==> src/verilog/cfm_pkg.sv <==
// Shared constants and carrier types of the crystal frequency monitor
package cfm_pkg;
	// Module base in the device map; the slave decodes offsets only
	localparam logic [7:0]  CFM_BASE_ADDR      = 8'h58;
	localparam logic [7:0]  CFM_OFS_ST_CFG     = 8'h00;
	localparam logic [7:0]  CFM_OFS_DRIFT_CFG  = 8'h04;
	localparam logic [7:0]  CFM_OFS_EVT_STS    = 8'h08;
	localparam logic [7:0]  CFM_OFS_EVT_MASK   = 8'h0C;
	localparam logic [7:0]  CFM_OFS_LIVE_STS   = 8'h10;

	localparam int          CFM_CNT_W          = 16;
	localparam int          CFM_UPPER_MSB      = 31;
	localparam int          CFM_UPPER_LSB      = 24;
	localparam int          CFM_LOWER_MSB      = 23;
	localparam int          CFM_LOWER_LSB      = 16;
	localparam int          CFM_WIN_MSB        = 11;
	localparam int          CFM_WIN_LSB        = 0;
	localparam int          CFM_FAULT_MSB      = 15;
	localparam int          CFM_FAULT_LSB      = 8;
	localparam int          CFM_CAUTION_MSB    = 7;
	localparam int          CFM_CAUTION_LSB    = 0;

	localparam logic [31:0] CFM_ST_CFG_RST     = 32'h0000_0000;
	localparam logic [31:0] CFM_ST_CFG_WMASK   = 32'hFFFF_0FFF;
	localparam logic [15:0] CFM_DRIFT_CFG_RST  = 16'h0000;
	localparam logic [3:0]  CFM_EVT_RST        = 4'h0;
	localparam logic [3:0]  CFM_MASK_RST       = 4'h0;

	// Event bit positions, shared by status and mask
	localparam int          CFM_EVT_ST0        = 0;
	localparam int          CFM_EVT_ST1        = 1;
	localparam int          CFM_EVT_DRIFT      = 2;
	localparam int          CFM_EVT_CAUTION    = 3;
	localparam int          CFM_EVT_W          = 4;

	// Calibration clock is the oscillator divided by this figure
	localparam int          CFM_CAL_DIV        = 16;
	// Drift limits count in this many ppm per lsb
	localparam logic [1:0]  CFM_PPM_PER_LSB    = 2'h2;
	localparam logic [19:0] CFM_PPM_SCALE      = 20'hF4240;

	typedef struct packed {
		logic        psel;
		logic        penable;
		logic        pwrite;
		logic [7:0]  paddr;
		logic [31:0] pwdata;
	} cfm_apb_req_type;

	typedef struct packed {
		logic [31:0] prdata;
		logic        pready;
		logic        pslverr;
	} cfm_apb_rsp_type;
endpackage

==> src/verilog/cfm_edge_counter.sv <==
// Pin synchroniser, rising edge detector and clearable edge counter
`timescale 1ns/1ps
`default_nettype none
module cfm_edge_counter
	import cfm_pkg::*;
(
	input  wire logic                 clk_i,
	input  wire logic                 sys_rst_i,
	input  wire logic                 sig_i,
	input  wire logic                 clear_i,
	output logic [CFM_CNT_W-1:0]      count_o
);
	typedef struct packed {
		logic [1:0]           sync;
		logic                 last;
		logic [CFM_CNT_W-1:0] count;
	} cfm_ec_state_type;

	cfm_ec_state_type cur_ff;
	cfm_ec_state_type nxt_cur;
	logic             rise;

	// Only sync[1] is looked at; sync[0] may be metastable
	assign rise = cur_ff.sync[1] & ~cur_ff.last;

	always_comb begin
		nxt_cur      = cur_ff;
		nxt_cur.sync = {cur_ff.sync[0], sig_i};
		nxt_cur.last = cur_ff.sync[1];
		// An edge in the clearing cycle opens the new window
		if (clear_i) begin
			nxt_cur.count = rise ? CFM_CNT_W'(1) : '0;
		end else if (rise && (cur_ff.count != '1)) begin
			nxt_cur.count = cur_ff.count + CFM_CNT_W'(1);
		end
	end

	always_ff @(posedge clk_i or posedge sys_rst_i) begin
		if (sys_rst_i) begin
			cur_ff <= '0;
		end else begin
			cur_ff <= nxt_cur;
		end
	end

	assign count_o = cur_ff.count;
endmodule
`default_nettype wire

==> src/verilog/cfm_monitor.sv <==
// Crystal frequency monitor: window timing, checks and APB registers
//
// Behaviour
// - Window end: crystal versus feedback difference checked
// - Fault only if other crystal below lower
// - Unusable flag holds while crystal out-of-limit
// - Upper limit zero disables short-term monitor
// - Window is programmed count of calibration edges
// - Window length zero disables short-term monitor
// - Inter-crystal difference above fault limit flags drift
// - Above caution, not above fault: caution
// - Drift limits are two ppm per lsb
// - Zero drift limit disables that check
// - Config registers at offsets 0x0, 0x4
//
// Local design decisions: the APB register port and the register offsets.
`timescale 1ns/1ps
`default_nettype none
module cfm_monitor
	import cfm_pkg::*;
(
	input  wire logic             clk_i,
	input  wire logic             sys_rst_i,
	input  wire cfm_apb_req_type  apb_req_i,
	output cfm_apb_rsp_type       apb_rsp_o,
	input  wire logic             crystal0_clk_i,
	input  wire logic             crystal1_clk_i,
	input  wire logic             feedback_clk_i,
	input  wire logic             cal_clk_i,
	output logic                  crystal0_short_term_fault_o,
	output logic                  crystal1_short_term_fault_o,
	output logic                  drift_fault_o,
	output logic                  drift_caution_o,
	output logic [1:0]            crystal_unusable_o,
	output logic                  irq_o
);
	typedef struct packed {
		logic [31:0]          st_cfg;
		logic [15:0]          drift_cfg;
		logic [CFM_EVT_W-1:0] evt;
		logic [CFM_EVT_W-1:0] mask;
		logic [1:0]           unusable;
		logic [1:0]           over;
		logic [CFM_CNT_W-1:0] last_diff;
		logic [31:0]          prdata;
		logic                 pslverr;
		logic                 irq;
	} cfm_state_type;

	cfm_state_type        cur_ff;
	cfm_state_type        nxt_cur;

	// Every check starts disabled, so reset leaves the monitor idle
	localparam cfm_state_type CFM_STATE_RST = '{
		st_cfg:    CFM_ST_CFG_RST,
		drift_cfg: CFM_DRIFT_CFG_RST,
		evt:       CFM_EVT_RST,
		mask:      CFM_MASK_RST,
		unusable:  2'b00,
		over:      2'b00,
		last_diff: '0,
		prdata:    32'h0000_0000,
		pslverr:   1'b0,
		irq:       1'b0
	};

	logic [CFM_CNT_W-1:0] cnt_x0;
	logic [CFM_CNT_W-1:0] cnt_x1;
	logic [CFM_CNT_W-1:0] cnt_fb;
	logic [CFM_CNT_W-1:0] cnt_cal;
	logic                 clear_cnt;
	logic                 win_end;
	logic                 win_run;
	logic                 st_en;
	logic                 fault_en;
	logic                 caution_en;
	logic [7:0]           upper;
	logic [7:0]           lower;
	logic [11:0]          win_len;
	logic [7:0]           fault_lim;
	logic [7:0]           caution_lim;
	logic [CFM_CNT_W-1:0] diff0;
	logic [CFM_CNT_W-1:0] diff1;
	logic [CFM_CNT_W-1:0] diff_x;
	logic                 over0;
	logic                 over1;
	logic                 under0;
	logic                 under1;
	logic                 drift_over;
	logic                 caution_over;
	logic                 setup_ph;
	logic                 wr_acc;

	function automatic logic [CFM_CNT_W-1:0] abs_diff(
		input logic [CFM_CNT_W-1:0] a,
		input logic [CFM_CNT_W-1:0] b
	);
		return (a >= b) ? (a - b) : (b - a);
	endfunction

	// Limits are 8 bits wide; distances are counter wide
	function automatic logic above_lim(
		input logic [CFM_CNT_W-1:0] diff,
		input logic [7:0]           lim
	);
		return diff > CFM_CNT_W'(lim);
	endfunction

	function automatic logic below_lim(
		input logic [CFM_CNT_W-1:0] diff,
		input logic [7:0]           lim
	);
		return diff < CFM_CNT_W'(lim);
	endfunction

	// Unusable holds until a window shows the crystal within limit
	function automatic logic next_unusable(
		input logic cur,
		input logic st_on,
		input logic at_end,
		input logic fault,
		input logic over
	);
		logic n;
		n = cur;
		if (!st_on) begin
			n = 1'b0;
		end else if (at_end && fault) begin
			n = 1'b1;
		end else if (at_end && !over) begin
			n = 1'b0;
		end
		return n;
	endfunction

	// Crystal 0 is the reference, so a dead crystal 0 trips on any drift
	// Division-free ppm test: diff/ref > lim*lsb  <=>  diff*1e6 > lim*lsb*ref
	// Forty bits hold a full counter times a million without overflow
	function automatic logic ppm_over(
		input logic [CFM_CNT_W-1:0] diff,
		input logic [CFM_CNT_W-1:0] ref_cnt,
		input logic [7:0]           lim
	);
		logic [39:0] lhs;
		logic [39:0] rhs;
		lhs = 40'(diff) * 40'(CFM_PPM_SCALE);
		rhs = 40'(lim) * 40'(CFM_PPM_PER_LSB) * 40'(ref_cnt);
		return lhs > rhs;
	endfunction

	function automatic logic [31:0] read_word(
		input logic [7:0]  addr,
		input cfm_state_type s
	);
		logic [31:0] w;
		w = 32'h0000_0000;
		case (addr)
			CFM_OFS_ST_CFG: begin
				w = s.st_cfg & CFM_ST_CFG_WMASK;
			end
			CFM_OFS_DRIFT_CFG: begin
				w = {16'h0000, s.drift_cfg};
			end
			CFM_OFS_EVT_STS: begin
				w = {28'h0000000, s.evt};
			end
			CFM_OFS_EVT_MASK: begin
				w = {28'h0000000, s.mask};
			end
			CFM_OFS_LIVE_STS: begin
				w = {s.last_diff, 12'h000, s.over, s.unusable};
			end
			default: begin
				w = 32'h0000_0000;
			end
		endcase
		return w;
	endfunction

	function automatic logic addr_ok(input logic [7:0] addr);
		return (addr == CFM_OFS_ST_CFG) || (addr == CFM_OFS_DRIFT_CFG) ||
			(addr == CFM_OFS_EVT_STS) || (addr == CFM_OFS_EVT_MASK) ||
			(addr == CFM_OFS_LIVE_STS);
	endfunction

	// Pin clocks need one clock high and one low, or edges are lost
	// counters per window
	cfm_edge_counter u_cnt_x0 (
		.clk_i     (clk_i),
		.sys_rst_i (sys_rst_i),
		.sig_i     (crystal0_clk_i),
		.clear_i   (clear_cnt),
		.count_o   (cnt_x0)
	);

	cfm_edge_counter u_cnt_x1 (
		.clk_i     (clk_i),
		.sys_rst_i (sys_rst_i),
		.sig_i     (crystal1_clk_i),
		.clear_i   (clear_cnt),
		.count_o   (cnt_x1)
	);

	cfm_edge_counter u_cnt_fb (
		.clk_i     (clk_i),
		.sys_rst_i (sys_rst_i),
		.sig_i     (feedback_clk_i),
		.clear_i   (clear_cnt),
		.count_o   (cnt_fb)
	);

	cfm_edge_counter u_cnt_cal (
		.clk_i     (clk_i),
		.sys_rst_i (sys_rst_i),
		.sig_i     (cal_clk_i),
		.clear_i   (clear_cnt),
		.count_o   (cnt_cal)
	);

	assign upper       = cur_ff.st_cfg[CFM_UPPER_MSB:CFM_UPPER_LSB];
	assign lower       = cur_ff.st_cfg[CFM_LOWER_MSB:CFM_LOWER_LSB];
	assign win_len     = cur_ff.st_cfg[CFM_WIN_MSB:CFM_WIN_LSB];
	assign fault_lim   = cur_ff.drift_cfg[CFM_FAULT_MSB:CFM_FAULT_LSB];
	assign caution_lim = cur_ff.drift_cfg[CFM_CAUTION_MSB:CFM_CAUTION_LSB];

	assign win_run = (win_len != 12'h000);
	assign win_end = win_run && (cnt_cal >= {4'h0, win_len});
	// clear at window boundary and while idle
	assign clear_cnt = win_end | ~win_run;

	assign st_en      = win_run && (upper != 8'h00);
	assign fault_en   = win_run && (fault_lim != 8'h00);
	assign caution_en = win_run && (caution_lim != 8'h00);

	assign diff0  = abs_diff(cnt_x0, cnt_fb);
	assign diff1  = abs_diff(cnt_x1, cnt_fb);
	assign over0  = above_lim(diff0, upper);
	assign over1  = above_lim(diff1, upper);
	assign under0 = below_lim(diff0, lower);
	assign under1 = below_lim(diff1, lower);

	// limits scaled at two ppm per lsb against crystal 0
	assign diff_x       = abs_diff(cnt_x0, cnt_x1);
	assign drift_over   = ppm_over(diff_x, cnt_x0, fault_lim);
	assign caution_over = ppm_over(diff_x, cnt_x0, caution_lim);

	// Setup is seen a cycle ahead of access; the slave never stalls
	assign setup_ph = apb_req_i.psel & ~apb_req_i.penable;
	assign wr_acc   = apb_req_i.psel & apb_req_i.penable & apb_req_i.pwrite;

	always_comb begin
		logic [CFM_EVT_W-1:0] set_evt;
		logic [1:0]           fault_now;
		set_evt   = '0;
		fault_now = 2'b00;
		nxt_cur   = cur_ff;

		if (win_end) begin
			nxt_cur.over      = {over1, over0};
			nxt_cur.last_diff = diff_x;
			// fault needs the other crystal in range
			if (st_en) begin
				fault_now[0] = over0 & under1;
				fault_now[1] = over1 & under0;
			end
			set_evt[CFM_EVT_ST0] = fault_now[0];
			set_evt[CFM_EVT_ST1] = fault_now[1];
			set_evt[CFM_EVT_DRIFT] = fault_en & drift_over;
			set_evt[CFM_EVT_CAUTION] = caution_en & caution_over &
				~(fault_en & drift_over);
		end

		// unusable until back within the upper limit
		nxt_cur.unusable[0] = next_unusable(cur_ff.unusable[0], st_en,
			win_end, fault_now[0], over0);
		nxt_cur.unusable[1] = next_unusable(cur_ff.unusable[1], st_en,
			win_end, fault_now[1], over1);

		// Register writes take effect in the access phase
		if (wr_acc) begin
			case (apb_req_i.paddr)
				// configuration words at 0x0 and 0x4
				CFM_OFS_ST_CFG: begin
					nxt_cur.st_cfg = apb_req_i.pwdata & CFM_ST_CFG_WMASK;
				end
				CFM_OFS_DRIFT_CFG: begin
					nxt_cur.drift_cfg = apb_req_i.pwdata[15:0];
				end
				CFM_OFS_EVT_STS: begin
					nxt_cur.evt = cur_ff.evt &
						~apb_req_i.pwdata[CFM_EVT_W-1:0];
				end
				CFM_OFS_EVT_MASK: begin
					nxt_cur.mask = apb_req_i.pwdata[CFM_EVT_W-1:0];
				end
				default: begin
					nxt_cur.mask = cur_ff.mask;
				end
			endcase
		end

		// A new event beats a same-cycle write-one-to-clear
		nxt_cur.evt = nxt_cur.evt | set_evt;
		// Registered so the interrupt pin cannot glitch
		nxt_cur.irq = |(nxt_cur.evt & nxt_cur.mask);

		// Read data captured in setup so it sits in a flop for access
		if (setup_ph) begin
			nxt_cur.prdata  = apb_req_i.pwrite ? 32'h0000_0000 :
				read_word(apb_req_i.paddr, cur_ff);
			nxt_cur.pslverr = ~addr_ok(apb_req_i.paddr);
		end
	end

	always_ff @(posedge clk_i or posedge sys_rst_i) begin
		if (sys_rst_i) begin
			cur_ff <= CFM_STATE_RST;
		end else begin
			cur_ff <= nxt_cur;
		end
	end

	// Zero-wait slave: every access completes in its first access cycle
	assign apb_rsp_o = '{
		prdata:  cur_ff.prdata,
		pready:  1'b1,
		pslverr: cur_ff.pslverr
	};

	assign crystal0_short_term_fault_o = cur_ff.evt[CFM_EVT_ST0];
	assign crystal1_short_term_fault_o = cur_ff.evt[CFM_EVT_ST1];
	assign drift_fault_o               = cur_ff.evt[CFM_EVT_DRIFT];
	assign drift_caution_o             = cur_ff.evt[CFM_EVT_CAUTION];
	assign crystal_unusable_o          = cur_ff.unusable;
	assign irq_o                       = cur_ff.irq;
endmodule
`default_nettype wire

==> config.mk <==
export PLATFORM = sky130hd
export DESIGN_NAME = cfm_monitor
export DESIGN_NICKNAME = d
export VERILOG_FILES = /design/src/verilog/cfm_pkg.sv /design/src/verilog/cfm_edge_counter.sv /design/src/verilog/cfm_monitor.sv
export SDC_FILE = /design/constraint.sdc
export NUM_CORES = 1
export LEC_CHECK = 0
export BUFFER_PORTS_ARGS = -buffer_cell sky130_fd_sc_hd__clkbuf_2
export CAP_MARGIN = 20
export CORE_ASPECT_RATIO = 0.8
export CORE_MARGIN = 10
export CORE_UTILIZATION = 45
export CTS_BUF_LIST = sky130_fd_sc_hd__clkbuf_8
export DETAILED_ROUTE_END_ITERATION = 6
export MAX_ROUTING_LAYER = met4
export SYNTH_ARGS = -nofsm -noshare
export SYNTH_HDL_FRONTEND = slang
export SYNTH_SLANG_ARGS = --single-unit
==> constraint.sdc <==
create_clock -name clk_i -period 28.8 [get_ports clk_i]
set_input_delay 2.88 -clock clk_i [delete_from_list [all_inputs] [get_ports clk_i]]
set_output_delay 2.88 -clock clk_i [all_outputs]
set_load 0.02 [all_outputs]
==> reports/summary.txt, run 1 <==
================================================================================
Highest clock rate                                                      89.6 MHz
Switching fraction of total power                                          55.2%
Post-synth ARST share                                                       100%
I/O Buffers                                                                   88
Status                                                              finished clean
Longest Clk Path Bufs                                                          2
Biggest area consumer among synthesized cells                       sky130_fd_sc_hd__ha_1
Biggest area contributors in the synthesized netlist                sky130_fd_sc_hd__ha_1 (18%), sky130_fd_sc_hd__dfrtp_1 (18%), sky130_fd_sc_hd__fa_1 (18%), sky130_fd_sc_hd__inv_1 (5.7%), sky130_fd_sc_hd__nand2_1 (4.7%)
Primary flip-flop cell chosen by synthesis mapping                  sky130_fd_sc_hd__dfrtp_1
Fraction of post-synthesis cell area in the top cell type by area          17.8%
Endpoint required time on the critical path                             29.25 ns
Number of synthesized flops with an enable pin                                 0
Area used by multi-input combinational logic                          19100 um^2
Netlist area before placement                                         25900 um^2
Maximum number of pins on one net before global-route repair                 108
Critical path endpoint category                                        flip-flop
Worst reg2reg path startpoint                                       u_cnt_x0.count_o[9]
Endpoint of the worst hold path                                     u_cnt_x0.cur_ff[18]
Worst Reg-to-Reg Cells                                                        34
Fillers                                                                     5453
Final worst-path cycle share                                               38.7%
Type of element launching the critical path                            flip-flop
Part of the total power dissipated in combinational logic                  83.6%
Total number of placement rows                                                78
Compound-gate portion of the synthesized area                              14.0%
Netlist cell types                                                            84
Share of total power in sequential cells                                    9.9%
H-tree depth reported by CTS                                                   4
Design Area, Final                                                    27300 um^2
Leakage power figure                                                   0.0141 uW
Clk network pwr share                                                       6.6%
Share of cell area taken by muxes after synthesis                          2.92%
Most frequent cell on the critical path                             sky130_fd_sc_hd__ha_1
Headroom to the max-slew limit                                             26.8%
Total detailed-routing wirelength                                       75700 um
Post-synthesis xor/xnor area fraction                                      4.90%
FF+latch area                                                          4550 um^2
Fin. max-slew vios                                                             0
Max capacitance violation total                                                0
Category of the most critical setup path                              reg -> reg
Final GP Congestion                                                        0.976
Number of flip-flops and latches in the synthesized netlist                  182
Post-layout util                                                           48.0%
Clock transition at path regs                                            0.13 ns
Sequential share of the synthesized area                                   17.6%
Net switching power figure                                               1620 uW
Time the final worst path needs with I/O delays and setup               11.16 ns
Area share of fa/ha/maj cells after synthesis                              35.4%
Routed via count                                                           21000
Register-to-register path setup slack                                   17.64 ns
Count of TritonRoute iterations in the first routing pass                      5
Yosys warning total                                                            0
Number of instances in the placed design                                    3726
Total core area                                                       56800 um^2
Synth-to-Final Area Change                                                 5.42%
Initial antenna violation count                                                0
Cell type group with the largest total delay on the critical path    adder cells
Die footprint                                                         67500 um^2
Cells after synthesis                                                       2995
Via count of the first global-routing pass                                 21100
Number of vias per cell                                                     5.60
Top cells by instance count after synthesis                         sky130_fd_sc_hd__inv_1 (395), sky130_fd_sc_hd__ha_1 (368), sky130_fd_sc_hd__nand2_1 (324)
Quantity of gates resized following cts                                        0
Clock tree sinks                                                             182
Final HPWL DP                                                           61000 um
Initial core utilization                                                   45.5%
DR WL/cell                                                               20.1 um
Hold crit path type                                                   reg -> reg
Final Net Count                                                             3631
Fraction of final layout cells with drive strength greater than 1          7.67%
Later-pin clock latency in the skew report                               0.52 ns
Average cell area after synthesis                                      8.64 um^2
Total CTS buffers                                                             17
CTS root buffer                                                     sky130_fd_sc_hd__clkbuf_8
Initial DRC count                                                           1435
Global-route total usage across every layer                                22.9%
GRT Residual Overflow                                                          0
Min-Delay Startpoint                                                u_cnt_x0.cur_ff[17]
Unrepaired setup endpoints after global routing                               no
Fin cells                                                                   3760
Synthesized-area fraction occupied by and/or/nand/nor cells                16.6%
Most common cell in the netlist                                     sky130_fd_sc_hd__inv_1
Capture instance of the worst register-to-register path                    irq_o
Final setup violating endpoints                                                0
Power density normalized to cell area                                107 nW/um^2
Cell internal power dissipation                                          1310 uW
Post-route setup TNS                                                        0 ns
Post-place instance area                                              26800 um^2
DRC errors left                                                                0
Detail Route Antenna Nets                                                      0
Delay of the slowest critical-path stage                                 0.87 ns
Final hold violation count                                                     0
Final worst clock skew                                                 0.0259 ns
Buffering stage count on the worst path with inverters included                4
CTS tree                                                                   built
Peak VDD IR                                                             0.209 mV
Global-route wire length before repair                                 119000 um
Die extent in x                                                           288 um
Hold depth                                                                     0
Cell at the slowest stage of the critical path                      sky130_fd_sc_hd__dfrtp_1
Count of buffers added by post-CTS timing repair for setup                     0
Maximum net fanout on the critical path                                       24
Die Y                                                                     234 um
Data arrival time of the critical path                                  11.61 ns
Transition at the pin with the smallest max-transition slack             1.09 ns
Io pins                                                                       90
Largest family of logic cells by synthesized area                    adder cells
Total of hold buffers inserted after clock tree synthesis                      0
Antenna Diode Count                                                            0
================================================================================
[area by class of cell]
type	count	share of cell area [%]
inverters	396	5.48
flip-flops and latches	182	16.7
repair buffers	122	2.55
multi-input cells	2268	70.2
clock inverters	15	0.734
clock buffers	17	0.858
well taps	760	3.49
[state kept, by name (all words and copies together) (netlist names), 2 cells and up]
name	count
u_cnt_cal.cur_ff	3
cur_ff	58
u_cnt_cal.count_o	16
u_cnt_x1.cur_ff	3
u_cnt_x0.cur_ff	3
u_cnt_x1.count_o	16
crystal_unusable_o	2
u_cnt_x0.count_o	16
apb_rsp_o	33
u_cnt_fb.count_o	16
u_cnt_fb.cur_ff	3
caution_lim	8
[worst max-delay path by stage]
stage / start / end / depth (start not counted)
after floorplan: u_cnt_x0.count_o[1] / irq_o / 35
final: u_cnt_x0.count_o[9] / irq_o / 34
after detailed placement: u_cnt_x0.count_o[10] / irq_o / 34
after global routing: u_cnt_x0.count_o[11] / irq_o / 34
after global placement: u_cnt_x0.count_o[10] / irq_o / 34
after CTS: u_cnt_x0.count_o[9] / irq_o / 34
[routing by layer]
| metal | part of all wire [%] | global-route usage, % | up-vias |
|---|---|---|---|
| li1 | - | - | 9962 |
| met1 | 47 | 30.8 | 10500 |
| met2 | 45 | 35.3 | 533 |
| met3 | 5.7 | 3.93 | 96 |
| met4 | 2.6 | 6.05 | 0 |
| met5 | 0 | - | - |
[stage by stage]
step / worst slack (ns) / total power, uW / hold slack (ns)
finish: 17.64 / 2930 / 0.348
global route: 16.94 / 3280 / 0.344
CTS: 17.67 / 2930 / 0.348
detailed placement: 17.78 / 2700 / 0.336
global placement: 17.99 / 2660 / 0.332
floorplan: 19.22 / 2090 / 0.331
[cells by family after synthesis]
family          Yosys count
flops                   182
fa+ha+maj               597
xor+xnor                143
compound gates          562
mux                      70
buf+inv                 547
other cells               2
simple gates            892
[worst register-to-register path: cells and delay by family, from the launching register on]
family | cells | cell delay [ns]
adders and majority gates | 8 | 3.42
and+or+nand+nor | 13 | 3.08
AOI/OAI and AO/OA | 7 | 1.69
buffers and inverters | 4 | 0.97
DFF | 1 | 0.87
xor gates and xnor gates | 1 | 0.74
muxes | 1 | 0.33
[power groups by stage]
stage	logic, uW	registers (uW)	clock network (uW)
6_report	2450	289	192
3_5_place_dp	2400	294	0
5_1_grt	2790	290	206
4_1_cts	2440	289	196
2_1_floorplan	1810	283	0
3_3_place_gp	2370	294	0
[cells in the final DEF (no fill, tap or decap), types with 8 or more instances in the layout]
cell,Yosys,final
sky130_fd_sc_hd__nor2_1,176,176
sky130_fd_sc_hd__clkbuf_2,0,88
sky130_fd_sc_hd__a21o_1,58,58
sky130_fd_sc_hd__or2_2,8,8
sky130_fd_sc_hd__mux2_2,43,43
sky130_fd_sc_hd__fa_1,227,227
sky130_fd_sc_hd__o21a_1,12,12
sky130_fd_sc_hd__o21ai_0,145,145
sky130_fd_sc_hd__dfrtp_1,182,182
sky130_fd_sc_hd__and3_1,21,21
sky130_fd_sc_hd__nand2_1,324,324
sky130_fd_sc_hd__clkbuf_8,0,17
sky130_fd_sc_hd__a21oi_1,141,141
sky130_fd_sc_hd__a22oi_1,33,33
sky130_fd_sc_hd__o211ai_1,17,17
sky130_fd_sc_hd__nand4_1,21,21
sky130_fd_sc_hd__nand3_1,56,56
sky130_fd_sc_hd__o21bai_1,13,13
sky130_fd_sc_hd__xnor2_1,99,99
sky130_fd_sc_hd__a22o_1,10,10
sky130_fd_sc_hd__nor3_1,43,41
sky130_fd_sc_hd__a21boi_0,12,12
sky130_fd_sc_hd__a211oi_1,16,16
sky130_fd_sc_hd__ha_1,368,368
sky130_fd_sc_hd__inv_1,395,394
sky130_fd_sc_hd__a31oi_1,18,18
sky130_fd_sc_hd__nand2b_1,27,26
sky130_fd_sc_hd__mux2i_1,27,27
sky130_fd_sc_hd__and2_1,123,123
sky130_fd_sc_hd__or3_1,19,19
sky130_fd_sc_hd__buf_4,36,34
sky130_fd_sc_hd__nor2b_1,21,21
sky130_fd_sc_hd__xor2_1,43,43
sky130_fd_sc_hd__nor4_1,18,18
Note: power is estimated with default switching activity, not from simulation.
==> run 2, diff against run 1 <==
clock period = 10 ns   (was 28.8 ns; I/O delays follow)
==> reports/summary.txt, run 2 (synthesized netlist as in run 1, its figures left out) <==
================================================================================
Maximum number of pins on one net before global-route repair                 117   +8.3%
CTS tree                                                                   built
Register-to-register path setup slack                                    0.35 ns   -17.29 ns
Routed via count                                                           21200   +0.82%
Die footprint                                                         67500 um^2   unchanged
Final GP Congestion                                                        0.969   -0.72%
Type of element launching the critical path                            flip-flop
Met1 WL                                                                 34700 um   -1.5%
Io pins                                                                       90   unchanged
DR WL/cell                                                               19.9 um   -1.0%
Number of instances in the placed design                                    3738   +0.32%
Clock tree sinks                                                             182   unchanged
Data arrival time of the critical path                                  10.08 ns   -1.53 ns
H-tree depth reported by CTS                                                   4   unchanged
Amount of wire on met2 after detailed routing                           34000 um   -0.63%
Final worst clock skew                                                 0.0238 ns   -0.00206 ns
Fin. max-slew vios                                                             0   unchanged
Delay of the slowest critical-path stage                                 0.59 ns   -0.28 ns
Register ranked first by flip-flop count                                  cur_ff
Later-pin clock latency in the skew report                               0.52 ns   about the same
Final Net Count                                                             3645   +0.39%
Buffering stage count on the worst path with inverters included                5   +1
Hold depth                                                                     0   unchanged
Hold crit path type                                                   reg -> reg
Clock transition at path regs                                            0.12 ns   about the same
Fillers                                                                     5596   +2.6%
Total CTS buffers                                                             17   unchanged
Initial antenna violation count                                                1   +1
Number of vias per cell                                                     5.62   +0.45%
Fraction of final layout cells with drive strength greater than 1          8.33%   +0.66 points
Total detailed-routing wirelength                                       75200 um   -0.63%
Most frequent cell on the critical path                             sky130_fd_sc_hd__ha_1
Detail Route Antenna Nets                                                      0   unchanged
Total of hold buffers inserted after clock tree synthesis                      0   unchanged
Max FFs per register                                                          58   unchanged
Total number of placement rows                                                78   unchanged
Power density normalized to cell area                                302 nW/um^2   +180%
Initial DRC count                                                           1674   +17%
Transition at the pin with the smallest max-transition slack            0.954 ns   -0.136 ns
Die extent in x                                                           288 um   unchanged
Highest clock rate                                                       104 MHz   +16%
Final hold violation count                                                     0   unchanged
Most frequent cells in the layout                                   sky130_fd_sc_hd__inv_1 (393), sky130_fd_sc_hd__ha_1 (367), sky130_fd_sc_hd__nand2_1 (324)
Initial core utilization                                                   45.5%   unchanged
Peak VDD IR                                                             0.729 mV   +250%
Pwr Total                                                                8270 uW   +180%
Worst reg2reg path startpoint                                       u_cnt_x1.count_o[2]
Global-route total usage across every layer                                23.0%   +0.14 points
Cell at the slowest stage of the critical path                      sky130_fd_sc_hd__or4b_2
Die Y                                                                     234 um   unchanged
Count of TritonRoute iterations in the first routing pass                      5   unchanged
Via count of the first global-routing pass                                 21500   +2.3%
Longest Clk Path Bufs                                                          2   unchanged
Maximum net fanout on the critical path                                       15   -38%
Final worst-path cycle share                                               96.5%   +58 points
Synth-to-Final Area Change                                                 5.88%
Capture instance of the worst register-to-register path                    irq_o
Min-Delay Startpoint                                                u_cnt_fb.cur_ff[17]
Time the final worst path needs with I/O delays and setup                9.65 ns   -1.51 ns
Post-layout util                                                           48.2%   +0.21 points
Unrepaired setup endpoints after global routing                               no
DRC errors left                                                                0   unchanged
Final HPWL DP                                                           61000 um   about the same
Top Layer Used                                                              met4
Headroom to the max-slew limit                                             35.8%   +9.1 points
Global-route wire length before repair                                 120000 um   +1.5%
Wire length on met3                                                      4350 um   +1.7%
GRT Residual Overflow                                                          0   unchanged
Endpoint of the worst hold path                                     u_cnt_fb.cur_ff[18]
Category of the most critical setup path                              reg -> reg
Max capacitance violation total                                                0   unchanged
I/O Buffers                                                                   88   unchanged
Cell type group with the largest total delay on the critical path    adder cells
Status                                                              finished clean
Fin cells                                                                   3774   +0.37%
Most common cell after layout, fill and taps aside                  sky130_fd_sc_hd__inv_1
Worst Reg-to-Reg Cells                                                        33   -2.9%
Total core area                                                       56800 um^2   unchanged
Endpoint required time on the critical path                             10.44 ns   -18.81 ns
Final setup violating endpoints                                                0   unchanged
Leakage power figure                                                   0.0142 uW   +0.62%
CTS root buffer                                                     sky130_fd_sc_hd__clkbuf_8
Critical path endpoint category                                        flip-flop
================================================================================
run 2: cell count changes in the layout (fill, tap and decap cells not counted), moves of 2 or more:
| cell | delta |
|---|---|
| sky130_fd_sc_hd__buf_4 | +14 |
| sky130_fd_sc_hd__xnor2_1 | -5 |
| sky130_fd_sc_hd__xnor2_2 | +5 |
| sky130_fd_sc_hd__clkinv_4 | +3 |
| sky130_fd_sc_hd__clkinv_8 | -3 |
| sky130_fd_sc_hd__inv_8 | +3 |
| sky130_fd_sc_hd__inv_12 | -2 |
| sky130_fd_sc_hd__inv_6 | -2 |
run 2: routing by layer:
metal / GRT usage (%) / vias up
met1: 31.3 / 10500
met5: - / -
met2: 35.3 / 630
li1: - / 9996
met3: 3.35 / 123
met4: 6.71 / 0
run 2: stage by stage:
stage	worst slack, ns	setup TNS (ns)	area (um^2)	hold WS (ns)
after floorplan	0.417	0	25900	0.331
after global placement	0.101	0	26900	0.334
after detailed placement	-0.0168	-0.0168	26900	0.336
after CTS	0.106	0	27300	0.362
after global routing	0.0368	0	27400	0.364
final	0.355	0	27400	0.360
run 2: where the power goes:
part | switching, uW | total [uW] | internal [uW]
registers | 47.5 | 823 | 775
clock network | 335 | 522 | 188
logic | 4090 | 6920 | 2830
total | 4470 | 8270 | 3800
run 2: worst max path at each step:
stage / from / endpoint / slack (ns) / cells past startpoint
2_1_floorplan: u_cnt_x0.count_o[1] / irq_o / 0.42 / 35
3_3_place_gp: u_cnt_x1.count_o[1] / irq_o / 0.10 / 33
3_5_place_dp: u_cnt_x1.count_o[1] / irq_o / -0.02 / 33
5_1_grt: u_cnt_x0.count_o[1] / irq_o / 0.04 / 35
4_1_cts: u_cnt_x1.count_o[1] / irq_o / 0.11 / 33
6_report: u_cnt_x1.count_o[2] / irq_o / 0.35 / 33
run 2: repair_timing:
| item | CTS | global route |
|---|---|---|
| pin swaps | 0 | 2 |
| buffers inserted | 0 | 4 |
| gates cloned | 0 | 0 |
| gates resized for setup | 2 | 8 |
| setup endpoints to repair | 1 | 2 |
run 2: final cells by class:
class | instances | area, um^2 | share of cell area, %
diodes | 1 | 2.50 | 0.00914
clock buffers | 17 | 234 | 0.854
flip-flops and latches | 182 | 4550 | 16.6
well taps | 760 | 951 | 3.47
clock inverters | 14 | 161 | 0.589
inverters | 396 | 1490 | 5.46
multi-input cells | 2268 | 19200 | 70.1
repair buffers | 136 | 801 | 2.92
run 2: worst register-to-register path, delay by kind of cell, from the launching register on:
kind                       cells  cell delay [ns]
adders and majority gates      8             3.36
muxes                          1             0.21
AOI/OAI and AO/OA              8             1.95
and+or+nand+nor               10             2.58
DFF                            1             0.47
xor gates and xnor gates       1             0.15
buffers and inverters          5             0.89
